--- src/design/acr_pkg.sv ---
// Constants, field layouts and reset values for the audio clock control block.
// Assumes an APB master with 32-bit data; registers sit in the low byte of a word.
package acr_pkg;

  // ----------------------------------------------------------------------
  // Register indices (byte address is four times the index)
  // ----------------------------------------------------------------------
  localparam logic [7:0] IDX_CTRL   = 8'h30;
  localparam logic [7:0] IDX_CTS_LO = 8'h31;
  localparam logic [7:0] IDX_CTS_MI = 8'h32;
  localparam logic [7:0] IDX_CTS_HI = 8'h33;
  localparam logic [7:0] IDX_N_LO   = 8'h34;
  localparam logic [7:0] IDX_N_MI   = 8'h35;
  localparam logic [7:0] IDX_N_HI   = 8'h36;
  localparam logic [7:0] IDX_STS    = 8'h37;

  // ----------------------------------------------------------------------
  // Reset values
  // ----------------------------------------------------------------------
  localparam logic [7:0]  RST_CTRL = 8'h00;
  localparam logic [23:0] RST_CTS  = 24'h000000;
  localparam logic [19:0] RST_N    = 20'h00000;
  localparam logic [3:0]  RST_SHFT = 4'h0;

  // ----------------------------------------------------------------------
  // Field codes and counts
  // ----------------------------------------------------------------------
  localparam logic [1:0] REF_DIV8 = 2'h0;
  localparam logic [1:0] REF_DIV4 = 2'h1;
  localparam logic [1:0] REF_DIV2 = 2'h2;
  localparam logic [1:0] REF_AON  = 2'h3;
  localparam logic [2:0] DIV8_LAST = 3'h7;
  localparam logic [2:0] DIV4_LAST = 3'h3;
  localparam logic [2:0] DIV2_LAST = 3'h1;
  localparam logic [2:0] MUL4_LAST = 3'h3;
  localparam logic [2:0] MUL2_LAST = 3'h1;
  localparam logic [2:0] MUL1_LAST = 3'h0;
  localparam logic [2:0] MUL8_LAST = 3'h7;
  localparam logic [5:0] HALF64_LAST = 6'h1F;
  localparam logic [5:0] HALF32_LAST = 6'h0F;
  localparam logic [2:0] FILL_FULL   = 3'h7;

  // ----------------------------------------------------------------------
  // Control and status register layouts
  // ----------------------------------------------------------------------
  typedef struct packed {
    logic       ws_ratio_32;
    logic [1:0] mclk_ratio;
    logic [1:0] ref_sel;
    logic [1:0] clean_mode;
    logic       master;
  } acr_ctrl_s;

  typedef struct packed {
    logic [1:0] reserved;
    logic [2:0] input_queue_fill;
    logic [2:0] output_queue_fill;
  } acr_sts_s;

endpackage : acr_pkg

--- src/design/acr_top.sv ---
// Audio clock control: APB registers, reference divider, N/CTS regeneration,
// digital cleaner and bit clock / word select generation.
// Assumes oscillator ticks and pin inputs are synchronous to sys_clk.
`timescale 1ns/1ps
`default_nettype none
module acr_top #(
  parameter int ADDR_W   = 8,
  parameter int PERIOD_W = 16
) (
  // Clock and reset
  input  wire logic              sys_clk,
  input  wire logic              sys_rst,
  // APB slave
  input  wire logic [ADDR_W-1:0] paddr,
  input  wire logic              psel,
  input  wire logic              penable,
  input  wire logic              pwrite,
  input  wire logic [31:0]       pwdata,
  output var  logic [31:0]       prdata,
  output var  logic              pready,
  output var  logic              pslverr,
  // Reference ticks
  input  wire logic              link_pll_oscillator_clock,
  input  wire logic              always_on_oscillator,
  // Audio pins
  input  wire logic              sclk_in,
  output logic                   sclk_out,
  output logic                   sclk_oe,
  input  wire logic              ws_in,
  output logic                   ws_out,
  output logic                   ws_oe,
  output logic                   mclk_out
);

  // ----------------------------------------------------------------------
  // Parameter check
  // ----------------------------------------------------------------------
  if (ADDR_W < 8 || PERIOD_W < 4 || PERIOD_W > 24) begin : g_bad_param
    $error("acr_top: ADDR_W must be at least 8 and PERIOD_W within 4..24");
  end

  // ----------------------------------------------------------------------
  // Registers and bus decode
  // ----------------------------------------------------------------------
  acr_pkg::acr_ctrl_s  ctrl_reg;
  logic [23:0]         cts_reg;
  logic [19:0]         n_reg;
  logic [3:0]          loop_filter_shift;
  logic [31:0]         prdata_reg;
  logic [31:0]         rd_next;
  logic [ADDR_W-3:0]   widx;
  logic                hit;
  logic                wr_en;
  acr_pkg::acr_sts_s   sts;
  logic [2:0]          input_queue_fill;
  logic [2:0]          output_queue_fill;

  assign widx    = paddr[ADDR_W-1:2];
  assign pready  = 1'b1;
  assign wr_en   = psel && penable && pwrite && pready && hit;
  assign pslverr = psel && penable && !hit;
  assign prdata  = prdata_reg;
  assign sts     = '{reserved: 2'h0, input_queue_fill: input_queue_fill,
                     output_queue_fill: output_queue_fill};

  always_comb begin
    hit     = (paddr[1:0] == 2'h0);
    rd_next = 32'h0000_0000;
    unique case (widx)
      (ADDR_W-2)'(acr_pkg::IDX_CTRL):   rd_next[7:0] = ctrl_reg;
      (ADDR_W-2)'(acr_pkg::IDX_CTS_LO): rd_next[7:0] = cts_reg[7:0];
      (ADDR_W-2)'(acr_pkg::IDX_CTS_MI): rd_next[7:0] = cts_reg[15:8];
      (ADDR_W-2)'(acr_pkg::IDX_CTS_HI): rd_next[7:0] = cts_reg[23:16];
      (ADDR_W-2)'(acr_pkg::IDX_N_LO):   rd_next[7:0] = n_reg[7:0];
      (ADDR_W-2)'(acr_pkg::IDX_N_MI):   rd_next[7:0] = n_reg[15:8];
      (ADDR_W-2)'(acr_pkg::IDX_N_HI):   rd_next[7:0] = {loop_filter_shift, n_reg[19:16]};
      (ADDR_W-2)'(acr_pkg::IDX_STS):    rd_next[7:0] = sts;
      default:                          hit = 1'b0;
    endcase
  end

  // Read data captured in the setup cycle
  always_ff @(posedge sys_clk or posedge sys_rst) begin
    if (sys_rst) begin
      prdata_reg <= 32'h0000_0000;
    end else if (psel && !penable && !pwrite) begin
      prdata_reg <= rd_next;
    end
  end

  // Control register
  always_ff @(posedge sys_clk or posedge sys_rst) begin
    if (sys_rst) begin
      ctrl_reg <= acr_pkg::acr_ctrl_s'(acr_pkg::RST_CTRL);
    end else if (wr_en && widx == (ADDR_W-2)'(acr_pkg::IDX_CTRL)) begin
      ctrl_reg <= acr_pkg::acr_ctrl_s'(pwdata[7:0]);
    end
  end

  // CTS, N and loop filter shift; status writes fall through
  always_ff @(posedge sys_clk or posedge sys_rst) begin
    if (sys_rst) begin
      cts_reg           <= acr_pkg::RST_CTS;
      n_reg             <= acr_pkg::RST_N;
      loop_filter_shift <= acr_pkg::RST_SHFT;
    end else if (wr_en) begin
      if (widx == (ADDR_W-2)'(acr_pkg::IDX_CTS_LO)) begin
        cts_reg[7:0] <= pwdata[7:0];
      end
      if (widx == (ADDR_W-2)'(acr_pkg::IDX_CTS_MI)) begin
        cts_reg[15:8] <= pwdata[7:0];
      end
      if (widx == (ADDR_W-2)'(acr_pkg::IDX_CTS_HI)) begin
        cts_reg[23:16] <= pwdata[7:0];
      end
      if (widx == (ADDR_W-2)'(acr_pkg::IDX_N_LO)) begin
        n_reg[7:0] <= pwdata[7:0];
      end
      if (widx == (ADDR_W-2)'(acr_pkg::IDX_N_MI)) begin
        n_reg[15:8] <= pwdata[7:0];
      end
      if (widx == (ADDR_W-2)'(acr_pkg::IDX_N_HI)) begin
        n_reg[19:16]      <= pwdata[3:0];
        loop_filter_shift <= pwdata[7:4];
      end
    end
  end

  // ----------------------------------------------------------------------
  // Cleaner reference divider
  // ----------------------------------------------------------------------
  logic [2:0] div_cnt_reg;
  logic [2:0] div_last;
  logic       ref_tick;

  always_comb begin
    unique case (ctrl_reg.ref_sel)
      acr_pkg::REF_DIV8: div_last = acr_pkg::DIV8_LAST;
      acr_pkg::REF_DIV4: div_last = acr_pkg::DIV4_LAST;
      acr_pkg::REF_DIV2: div_last = acr_pkg::DIV2_LAST;
      acr_pkg::REF_AON:  div_last = acr_pkg::DIV2_LAST;
    endcase
    if (ctrl_reg.ref_sel == acr_pkg::REF_AON) begin
      ref_tick = always_on_oscillator;
    end else begin
      ref_tick = link_pll_oscillator_clock && (div_cnt_reg >= div_last);
    end
  end

  always_ff @(posedge sys_clk or posedge sys_rst) begin
    if (sys_rst) begin
      div_cnt_reg <= 3'h0;
    end else if (link_pll_oscillator_clock) begin
      div_cnt_reg <= (div_cnt_reg >= div_last) ? 3'h0 : 3'(div_cnt_reg + 3'h1);
    end
  end

  // ----------------------------------------------------------------------
  // N/CTS regeneration
  // ----------------------------------------------------------------------
  logic        regen_on;
  logic [24:0] acc_reg;
  logic [24:0] acc_sum;
  logic [24:0] acc_next;
  logic        regen_tick;

  assign regen_on = (cts_reg != 24'h000000) && (n_reg != 20'h00000);

  always_comb begin
    acc_sum    = 25'(acc_reg + {5'h00, n_reg});
    regen_tick = regen_on && ref_tick && (acc_sum >= {1'b0, cts_reg});
    acc_next   = regen_tick ? 25'(acc_sum - {1'b0, cts_reg}) : acc_sum;
    if (acc_next >= {1'b0, cts_reg}) begin
      acc_next = 25'({1'b0, cts_reg} - 25'h1);
    end
  end

  always_ff @(posedge sys_clk or posedge sys_rst) begin
    if (sys_rst) begin
      acc_reg <= 25'h0;
    end else if (!regen_on) begin
      acc_reg <= 25'h0;
    end else if (ref_tick) begin
      acc_reg <= acc_next;
    end
  end

  // ----------------------------------------------------------------------
  // Audio source select
  // ----------------------------------------------------------------------
  logic sclk_in_d;
  logic src_tick;

  always_ff @(posedge sys_clk or posedge sys_rst) begin
    if (sys_rst) begin
      sclk_in_d <= 1'b0;
    end else begin
      sclk_in_d <= sclk_in;
    end
  end

  always_comb begin
    if (regen_on) begin
      src_tick = regen_tick;
    end else if (ctrl_reg.master) begin
      src_tick = ref_tick;
    end else begin
      src_tick = sclk_in && !sclk_in_d;
    end
  end

  // ----------------------------------------------------------------------
  // Digital cleaner
  // ----------------------------------------------------------------------
  logic                       clean_on;
  logic [1:0]                 ratio_shift;
  logic [1:0]                 sub_last;
  logic [1:0]                 sub_reg;
  logic [PERIOD_W-1:0]        per_cnt_reg;
  logic [PERIOD_W-1:0]        est_reg;
  logic [PERIOD_W-1:0]        gen_cnt_reg;
  logic [PERIOD_W-1:0]        step;
  logic signed [PERIOD_W:0]   err;
  logic signed [PERIOD_W:0]   err_shift;
  logic                       emit;
  logic                       in_push;
  logic                       in_pop;
  logic                       base_tick;

  assign clean_on    = (ctrl_reg.clean_mode != 2'h0);
  assign ratio_shift = 2'(ctrl_reg.clean_mode - 2'h1);
  assign sub_last    = 2'((3'h1 << ratio_shift) - 3'h1);
  assign step        = est_reg >> ratio_shift;
  assign err         = $signed({1'b0, per_cnt_reg}) - $signed({1'b0, est_reg});
  assign err_shift   = err >>> loop_filter_shift;
  assign emit        = clean_on && ref_tick && (input_queue_fill != 3'h0)
                       && (gen_cnt_reg >= step);
  assign in_push     = clean_on && src_tick && (input_queue_fill != acr_pkg::FILL_FULL);
  assign in_pop      = emit && (sub_reg == sub_last);
  assign base_tick   = clean_on ? (output_queue_fill != 3'h0) : src_tick;

  // Period measurement and loop filter
  always_ff @(posedge sys_clk or posedge sys_rst) begin
    if (sys_rst) begin
      per_cnt_reg <= '0;
      est_reg     <= '0;
    end else if (!clean_on) begin
      per_cnt_reg <= '0;
      est_reg     <= '0;
    end else if (src_tick) begin
      per_cnt_reg <= '0;
      est_reg     <= PERIOD_W'(est_reg + err_shift[PERIOD_W-1:0]);
    end else if (ref_tick && per_cnt_reg != '1) begin
      per_cnt_reg <= PERIOD_W'(per_cnt_reg + 1'b1);
    end
  end

  // Output tick generator, ratio emissions per input
  always_ff @(posedge sys_clk or posedge sys_rst) begin
    if (sys_rst) begin
      gen_cnt_reg <= '0;
      sub_reg     <= 2'h0;
    end else if (!clean_on) begin
      gen_cnt_reg <= '0;
      sub_reg     <= 2'h0;
    end else if (ref_tick) begin
      if (emit) begin
        gen_cnt_reg <= '0;
        sub_reg     <= (sub_reg == sub_last) ? 2'h0 : 2'(sub_reg + 2'h1);
      end else if (gen_cnt_reg != '1) begin
        gen_cnt_reg <= PERIOD_W'(gen_cnt_reg + 1'b1);
      end
    end
  end

  // Queue fill levels
  always_ff @(posedge sys_clk or posedge sys_rst) begin
    if (sys_rst) begin
      input_queue_fill  <= 3'h0;
      output_queue_fill <= 3'h0;
    end else if (!clean_on) begin
      input_queue_fill  <= 3'h0;
      output_queue_fill <= 3'h0;
    end else begin
      input_queue_fill  <= 3'(input_queue_fill + {2'h0, in_push} - {2'h0, in_pop});
      output_queue_fill <= 3'(output_queue_fill + {2'h0, emit}
                           - {2'h0, (output_queue_fill != 3'h0)});
    end
  end

  // ----------------------------------------------------------------------
  // Master, bit and word clock generation
  // ----------------------------------------------------------------------
  logic       mclk_reg;
  logic       sclk_reg;
  logic       ws_reg;
  logic [2:0] mclk_cnt_reg;
  logic [2:0] mult_last;
  logic [5:0] bit_cnt_reg;
  logic [5:0] half_last;
  logic       sclk_fall;

  always_comb begin
    unique case (ctrl_reg.mclk_ratio)
      2'h0: mult_last = acr_pkg::MUL4_LAST;
      2'h1: mult_last = acr_pkg::MUL2_LAST;
      2'h2: mult_last = acr_pkg::MUL1_LAST;
      2'h3: mult_last = acr_pkg::MUL8_LAST;
    endcase
  end

  assign half_last = ctrl_reg.ws_ratio_32 ? acr_pkg::HALF32_LAST : acr_pkg::HALF64_LAST;
  assign sclk_fall = base_tick && sclk_reg && (mclk_cnt_reg == mult_last);

  always_ff @(posedge sys_clk or posedge sys_rst) begin
    if (sys_rst) begin
      mclk_reg <= 1'b0;
    end else if (!ctrl_reg.master) begin
      mclk_reg <= 1'b0;
    end else if (base_tick) begin
      mclk_reg <= !mclk_reg;
    end
  end

  always_ff @(posedge sys_clk or posedge sys_rst) begin
    if (sys_rst) begin
      mclk_cnt_reg <= 3'h0;
      sclk_reg     <= 1'b0;
    end else if (!ctrl_reg.master) begin
      mclk_cnt_reg <= 3'h0;
      sclk_reg     <= 1'b0;
    end else if (base_tick) begin
      if (mclk_cnt_reg >= mult_last) begin
        mclk_cnt_reg <= 3'h0;
        sclk_reg     <= !sclk_reg;
      end else begin
        mclk_cnt_reg <= 3'(mclk_cnt_reg + 3'h1);
      end
    end
  end

  always_ff @(posedge sys_clk or posedge sys_rst) begin
    if (sys_rst) begin
      bit_cnt_reg <= 6'h00;
      ws_reg      <= 1'b0;
    end else if (!ctrl_reg.master) begin
      bit_cnt_reg <= 6'h00;
      ws_reg      <= 1'b0;
    end else if (sclk_fall) begin
      if (bit_cnt_reg >= half_last) begin
        bit_cnt_reg <= 6'h00;
        ws_reg      <= !ws_reg;
      end else begin
        bit_cnt_reg <= 6'(bit_cnt_reg + 6'h01);
      end
    end
  end

  assign mclk_out = mclk_reg;
  assign sclk_out = sclk_reg;
  assign ws_out   = ws_reg;
  assign sclk_oe  = ctrl_reg.master;
  assign ws_oe    = ctrl_reg.master;

  // ----------------------------------------------------------------------
  // Assertions
  // ----------------------------------------------------------------------
  word_period_a: assert property (@(posedge sys_clk) disable iff (sys_rst)
    ($changed(ws_reg) && $past(ctrl_reg.master) && ctrl_reg.master)
      |-> ($past(bit_cnt_reg) >= $past(half_last)) && $past(sclk_fall))
    else $error("word select toggled at wrong bit count");

  bit_ratio_a: assert property (@(posedge sys_clk) disable iff (sys_rst)
    ($changed(sclk_reg) && $past(ctrl_reg.master) && ctrl_reg.master)
      |-> $past(base_tick) && ($past(mclk_cnt_reg) >= $past(mult_last)))
    else $error("bit clock toggled at wrong master count");

  ref_divide_a: assert property (@(posedge sys_clk) disable iff (sys_rst)
    (ref_tick && ctrl_reg.ref_sel == acr_pkg::REF_DIV8)
      |-> link_pll_oscillator_clock && div_cnt_reg == 3'h7)
    else $error("reference tick not on eighth oscillator tick");

  clean_bypass_a: assert property (@(posedge sys_clk) disable iff (sys_rst)
    (ctrl_reg.clean_mode == 2'h0) |-> (base_tick == src_tick)
      && ($past(ctrl_reg.clean_mode) != 2'h0 || output_queue_fill == 3'h0))
    else $error("cleaner active while clean mode is off");

  pins_master_a: assert property (@(posedge sys_clk) disable iff (sys_rst)
    !ctrl_reg.master |-> (!sclk_oe && !ws_oe) ##1 (!sclk_out && !ws_out && !mclk_out))
    else $error("audio pins driven in slave mode");

  regen_gate_a: assert property (@(posedge sys_clk) disable iff (sys_rst)
    (cts_reg == 24'h000000 || n_reg == 20'h00000) |-> !regen_tick ##1 acc_reg == 25'h0)
    else $error("regeneration running with zero N or CTS");

  filter_step_a: assert property (@(posedge sys_clk) disable iff (sys_rst)
    (clean_on && src_tick && $stable(ctrl_reg.clean_mode))
      |=> est_reg == PERIOD_W'($past(est_reg) + $past(err_shift[PERIOD_W-1:0])))
    else $error("loop filter estimate step wrong");

  status_read_a: assert property (@(posedge sys_clk) disable iff (sys_rst)
    (psel && !penable && !pwrite && widx == (ADDR_W-2)'(acr_pkg::IDX_STS) && hit)
      |=> prdata[5:3] == $past(input_queue_fill) && prdata[2:0] == $past(output_queue_fill))
    else $error("status read does not show queue fills");

  out_fill_a: assert property (@(posedge sys_clk) disable iff (sys_rst)
    (clean_on && $past(clean_on) && !$past(emit) && $past(output_queue_fill) != 3'h0)
      |-> output_queue_fill == 3'($past(output_queue_fill) - 3'h1))
    else $error("output queue fill did not drain");

  status_reserved_a: assert property (@(posedge sys_clk) disable iff (sys_rst)
    (psel && !penable && !pwrite && widx == (ADDR_W-2)'(acr_pkg::IDX_STS) && hit)
      |=> prdata[31:6] == 26'h0)
    else $error("status reserved bits not zero");

endmodule : acr_top
`default_nettype wire

--- config.mk ---
export PLATFORM = sky130hd
export DESIGN_NAME = acr_top
export DESIGN_NICKNAME = d
export VERILOG_FILES = /design/src/design/acr_pkg.sv /design/src/design/acr_top.sv
export SDC_FILE = /design/constraint.sdc
export NUM_CORES = 1
export LEC_CHECK = 0
export ABC_AREA = 0
export BUFFER_PORTS_ARGS = -buffer_cell sky130_fd_sc_hd__buf_2
export CORE_ASPECT_RATIO = 1.5
export CORE_MARGIN = 5
export CORE_UTILIZATION = 25
export CTS_CLUSTER_DIAMETER = 40
export CTS_CLUSTER_SIZE = 30
export DETAILED_ROUTE_END_ITERATION = 12
export PLACE_DENSITY = 0.36
export SYNTH_ARGS = -nofsm -noshare
export SYNTH_HDL_FRONTEND = slang
export SYNTH_SLANG_ARGS = --single-unit
--- constraint.sdc ---
create_clock -name sys_clk -period 6.93 [get_ports sys_clk]
set_input_delay 1.0395 -clock sys_clk [delete_from_list [all_inputs] [get_ports sys_clk]]
set_output_delay 1.0395 -clock sys_clk [all_outputs]
set_load 0.1 [all_outputs]
# ---- Word level (Yosys, flattened, before mapping)
# Index checks and enable logic that the tools add are counted.
dict set report word_totals {
  reg_bits 161
  in_bits 49
  out_inout_bits 39
}
dict set report classes {
  n_addsub 17
  order_cmp 6
  eq_ne 29
  shifts 3
  n_mux 43
  reduce_logical 48
}
# op count
set op_table {}
lappend op_table {{two-way mux 16 bit} 9}
lappend op_table {{two-way mux 25 bit} 4}
lappend op_table {{case mux 8 bit (8 select lines)} 1}
lappend op_table {{>= comparator 25 x 24 -> 1 bit} 2}
lappend op_table {{equality test 6 bit, second input constant} 8}
lappend op_table {{adder 16 x 1 -> 16 bit, second input constant} 2}
lappend op_table {{!= test 16 bit, second input constant} 2}
lappend op_table {{adder 25 x 20 -> 25 bit} 1}
lappend op_table {{subtractor 24 x 1 -> 25 bit, second input constant} 1}
lappend op_table {{subtractor 25 x 24 -> 25 bit} 1}
lappend op_table {{nonzero test 24 bit} 1}
lappend op_table {{logical AND 1 bit} 21}
lappend op_table {{AND reduction 2 bit} 10}
lappend op_table {{nonzero test 20 bit} 1}
lappend op_table {{two-way mux 3 bit} 6}
lappend op_table {{two-way mux 6 bit} 3}
lappend op_table {{>>> shifter 17 x 4 -> 16 bit} 1}
lappend op_table {{subtractor 16 x 16 -> 17 bit} 1}
lappend op_table {{adder 16 bit} 1}
lappend op_table {{>= comparator 16 bit} 1}
lappend op_table {{>> shifter 16 x 2 -> 16 bit} 1}
lappend op_table {{two-way mux 1 bit} 13}
lappend op_table {{case mux 3 bit (4 select lines)} 1}
lappend op_table {{!= test 2 x 1 -> 1 bit, second input constant} 5}
lappend op_table {{other kinds (26)} 49}

# ---- Logic depth before layout (Yosys ltp)
dict set report depth {
  ltp_word 14
  depth_mapped 33
}

# ---- Worst setup path before layout
# Ideal clock, no wire load.
dict set report synth_timing {
  kind {reg2reg}
  start {register n_reg[0]}
  end {register acc_reg[19]}
  setup_time_ps 124
  t_arrival_ps 6270
  t_required_ps 6806
  setup_slack_ps 536
  path_stages_with_launch 29
  path_buffers 2
  cell_sequence {dfrtp_1 ha_1 fa_1 a211oi_1 o211ai_1 a41o_1 a211o_1 xnor2_1 inv_1 ha_1 a21oi_1 o21ai_0 a211oi_1 o21ai_1 a2111oi_4 o211ai_2 nand2_2 buf_6 mux2_2 ha_1 nand4_1 or2_2 o221a_2 o211ai_1 o22ai_1 nand3_2 buf_6 nor2_1 a211o_1}
}
dict set report synth_via {
  elab_chain_len 9
  word_cells_on_any_way 13
  classes_between {add/sub (2); order compare (2); eq/ne (1); mux (4); reduce/logical (4)}
}
# element line
set synth_rtl {}
lappend synth_rtl {{start, declared} acr_top.sv:47} ;# logic [19:0] n_reg;
lappend synth_rtl {{start signal, assigned} acr_top.sv:104} ;# n_reg <= acr_pkg::RST_N;
lappend synth_rtl {{start signal, assigned} acr_top.sv:117} ;# n_reg[7:0] <= pwdata[7:0];
lappend synth_rtl {{parallel branches: the longest is 9 deep, another holds adder 25 x 20 -> 25 bit} -}
lappend synth_rtl {{end signal, assigned} acr_top.sv:184} ;# acc_reg <= acc_next;
lappend synth_rtl {{end, declared} acr_top.sv:162} ;# logic [24:0] acc_reg;
# Several ways; the timed one is not identified. The select of a mux whose other input is x is not followed.
# A chain may end at the register's enable or synchronous reset.

# ---- Worst setup path after layout
dict set report layout_timing {
  start {register n_reg[0]}
  end {register acc_reg[22]}
}
# The elaborated chain is that of the path after synthesis.

==> flow_summary.json <==
{
  "cts-htree-levels": 4,
  "grt_pass1_wl_mm": 77.6,
  "cell_types_with_the_largest_area_share_after_synthesis": "dfrtp_1 (28%), ha_1 (12%), xnor2_1 (4.6%), mux2_2 (4.3%), nor2_1 (3.5%)",
  "finalCritPeriodShare_pct": 97.1,
  "shortest_period_the_worst_path_allows_ns": 6.73,
  "worst_reg_to_reg_cells": 31,
  "run_status": "finished, final reports clean",
  "vias_in_the_first_global_route": 13100,
  "power_after_layout_uw": 3630,
  "mostFrequentLayoutCells": "buf_4 (172), dfrtp_1 (160), nor2_1 (132), nand2_1 (124), ha_1 (123)",
  "drt-wirelength-per-cell_um": 19.7,
  "endpoint_of_the_most_critical_register_to_register_path": "acc_reg[22]$_DFFE_PP0P_",
  "critPathCapture": "acc_reg[22]$_DFFE_PP0P_",
  "finish.net_count": 2003,
  "antenna_found_initial": 3,
  "power_per_cell_area_nw_per_um2": 206,
  "timing.max_slew.rel_slack_pct": 21.0,
  "postRouteWirelength_mm": 50.8,
  "drcViolationCount": 0,
  "grtUsageTotal_pct": 16.5,
  "portBuffers": 37,
  "antenna_nets_post_route": 0,
  "synth.ff_latch_count": 161,
  "cp-end-kind": "flop",
  "synth_top_flop_cell": "dfrtp_1",
  "drive_above_1_share_pct": 22.5,
  "crit_path_max_delay_cell_type": "or4_4",
  "grt_start_max_net_pins": 151,
  "drv_slew": 0,
  "final.setup_skew_ns": 0.0113,
  "finalHoldViolations": 0,
  "layout-area-overhead-vs-synth_pct": 23.6,
  "antenna_cells_inserted": 0,
  "drt_iter0_markers": 639,
  "core_region_area_um2": 56600,
  "setup_total_negative_slack_ns": 0,
  "route.detailed.vias_per_inst": 4.81,
  "most_common_library_cell_in_the_layout_ignoring_fill_and_taps": "buf_4",
  "critical_path.startpoint": "n_reg[0]$_DFFE_PP0P_",
  "num_io_pins": 88,
  "edff_count_synth": 0,
  "cts_tree": "yes",
  "clock_power_share_pct": 25.4,
  "rr_startpoint": "n_reg[0]$_DFFE_PP0P_",
  "internal-power_uw": 2190,
  "place_hpwl_mm": 40.6,
  "die-height_um": 302,
  "cts_buffers": 17,
  "clockRootBuffer": "clkbuf_16",
  "start_kind": "flop",
  "max_reg_flops": 25,
  "post-synth-top-area-fraction_pct": 28.3,
  "vias": 12400,
  "clk_pin_slew_worst_paths_ns": 0.07,
  "post_synth_design_cell_area_um2": 14200,
  "yosys_warnings": 0,
  "gp_congestion": 0.866,
  "start_util_pct": 25.1,
  "critPathArrivalTime_ns": 7.12,
  "worst-r2r-setup-slack_ns": 0.20,
  "timing.fmax_ghz": 0.149,
  "first_pass_iters": 5,
  "synthArstFlopShare_pct": 100,
  "synthesized_netlist_cell_count": 1632,
  "worstSetupPathType": "flop to flop",
  "insertion_delay_ns": 0.45,
  "postPlaceCellArea_um2": 16300,
  "power_switching_share_pct": 39.7,
  "rows": 107,
  "max_cap_viol_count": 0,
  "synth_largest_area_cell": "dfrtp_1",
  "worst-endpoint-required_ns": 7.32,
  "power.share.combinational_pct": 41.6,
  "rsz0062_at_grt": "true",
  "max_fo_critical_path": 5,
  "die_x_um": 205,
  "clk_path_buf_depth": 2,
  "power.leakage_uw": 0.00831,
  "portion_of_total_power_attributed_to_sequential_cells_pct": 32.9,
  "vdd_ir_drop_max_uv": 217,
  "final_area_um2": 17600,
  "setup_viol": 0,
  "avgSynthCellArea_um2": 8.72,
  "die-area_um2": 61900,
  "min_path_type": "primary input to asynchronous set/reset pin",
  "worstMarginPinSlew_ns": 1.18,
  "tritoncts_num_sinks": 161,
  "grt_overflow_total": 0,
  "p_sw_uw": 1440,
  "max_stage_delay_ns": 0.54,
  "yosysSeqAreaShare_pct": 28.3,
  "synth_cell_types": 85,
  "final.fill_count": 5999
}
power by group through the flow:
stage / combinational [uW] / clock, uW / sequential, uW
after detailed placement: 1530 / 0 / 1220
after global placement: 1520 / 0 / 1220
after CTS: 1540 / 965 / 1200
final: 1510 / 923 / 1190
after floorplan: 1160 / 0 / 1200
after global routing: 1730 / 996 / 1210
area by class of cell:
cell class,instances,area [um2],share of cell area [%]
clock inverters,5,56.3,0.320
clock buffers,24,482,2.74
inverters,106,403,2.29
repair buffers,221,1680,9.56
well taps,763,955,5.43
flip-flops and latches,161,4030,22.9
multi-input cells,1306,9970,56.7
worst min-delay path by stage:
stage | cells past startpoint | endpoint | startpoint
detailed placement | 1 | div_cnt_reg[2]$_DFFE_PP0P_ | div_cnt_reg[2]$_DFFE_PP0P_
CTS | 2 | n_reg[12]$_DFFE_PP0P_ | sys_rst
global route | 2 | n_reg[11]$_DFFE_PP0P_ | sys_rst
finish | 2 | n_reg[11]$_DFFE_PP0P_ | sys_rst
floorplan | 1 | div_cnt_reg[2]$_DFFE_PP0P_ | div_cnt_reg[2]$_DFFE_PP0P_
global placement | 1 | div_cnt_reg[2]$_DFFE_PP0P_ | div_cnt_reg[2]$_DFFE_PP0P_
cell families after synthesis:
kind of cell             share of synthesized area (%)
flip-flops                                        28.3
AND/OR/NAND/NOR                                   16.6
XOR/XNOR                                          7.51
other                                           0.0528
buffers and inverters                             5.86
multiplexers                                      9.09
adder cells (fa/ha/maj)                           12.7
AO/OA/AOI/OAI                                     19.8
routing by layer:
layer | up-vias | share of wire, % | GRT usage (%)
met1 | 5952 | 38 | 17.4
met2 | 197 | 55 | 32.1
li1 | 6198 | - | -
met5 | - | 0.022 | 0
met4 | 2 | 5.3 | 8.11
met3 | 84 | 1.8 | 1.68
Yosys cell counts (4+ instances only):
cell and number:
buf_4 27, a31oi_1 20, xnor2_1 75, o31ai_1 6, a221oi_1 16, nor3b_1 5, a22o_1 15, inv_1 104
a211o_1 6, nor4_1 10, o22ai_1 8, a21o_1 41, mux2_2 54, mux2i_1 37, a21oi_1 100, or2_2 10
xor2_1 47, nor3_1 36, o211ai_1 4, a31o_2 4, a21boi_0 6, dfrtp_1 161, o31a_1 5, nand3_1 46
nor2_1 134, and3_1 17, nand2_1 126, a211oi_1 23, nand3b_1 5, buf_1 4, clkbuf_1 40, mux4_2 14
o21a_1 17, buf_2 7, fa_1 6, ha_1 135, o21ai_0 99, nand4_1 27, or3_1 12, nand2b_1 17
nor2b_1 22, o21ai_1 4, o21bai_1 7, and2_1 7
worst max-delay path, delay by kind of cell, from the launching register on:
kind,cells,cell delay (ns)
flops,1,0.43
mux,1,0.31
fa+ha+maj,4,1.16
xor+xnor,1,0.14
simple gates,6,1.25
compound gates,12,2.44
buf+inv,7,0.91
what timing repair did:
item                                    CTS  global route
pin swaps                                32            53
hold buffers                              0             0
gates resized for setup                  47            63
endpoints found under the setup margin   24            24
setup buffers                            16            13
cloned                                    3             0
through the flow:
| step | hold slack, ns | setup slack, ns | util (%) | instances |
|---|---|---|---|---|
| 6_report | 0.485 | 0.199 | 31.0 | 2586 |
| 5_1_grt | 0.476 | -0.0779 | 31.0 | 2586 |
| 4_1_cts | 0.463 | -0.00562 | 30.4 | 2575 |
| 3_5_place_dp | 0.494 | -0.787 | 28.7 | 2528 |
| 3_3_place_gp | 0.486 | -0.820 | 28.7 | 2528 |
| 2_1_floorplan | 0.457 | 0.536 | - | 1655 |
Power figures use the tool's default switching activity.
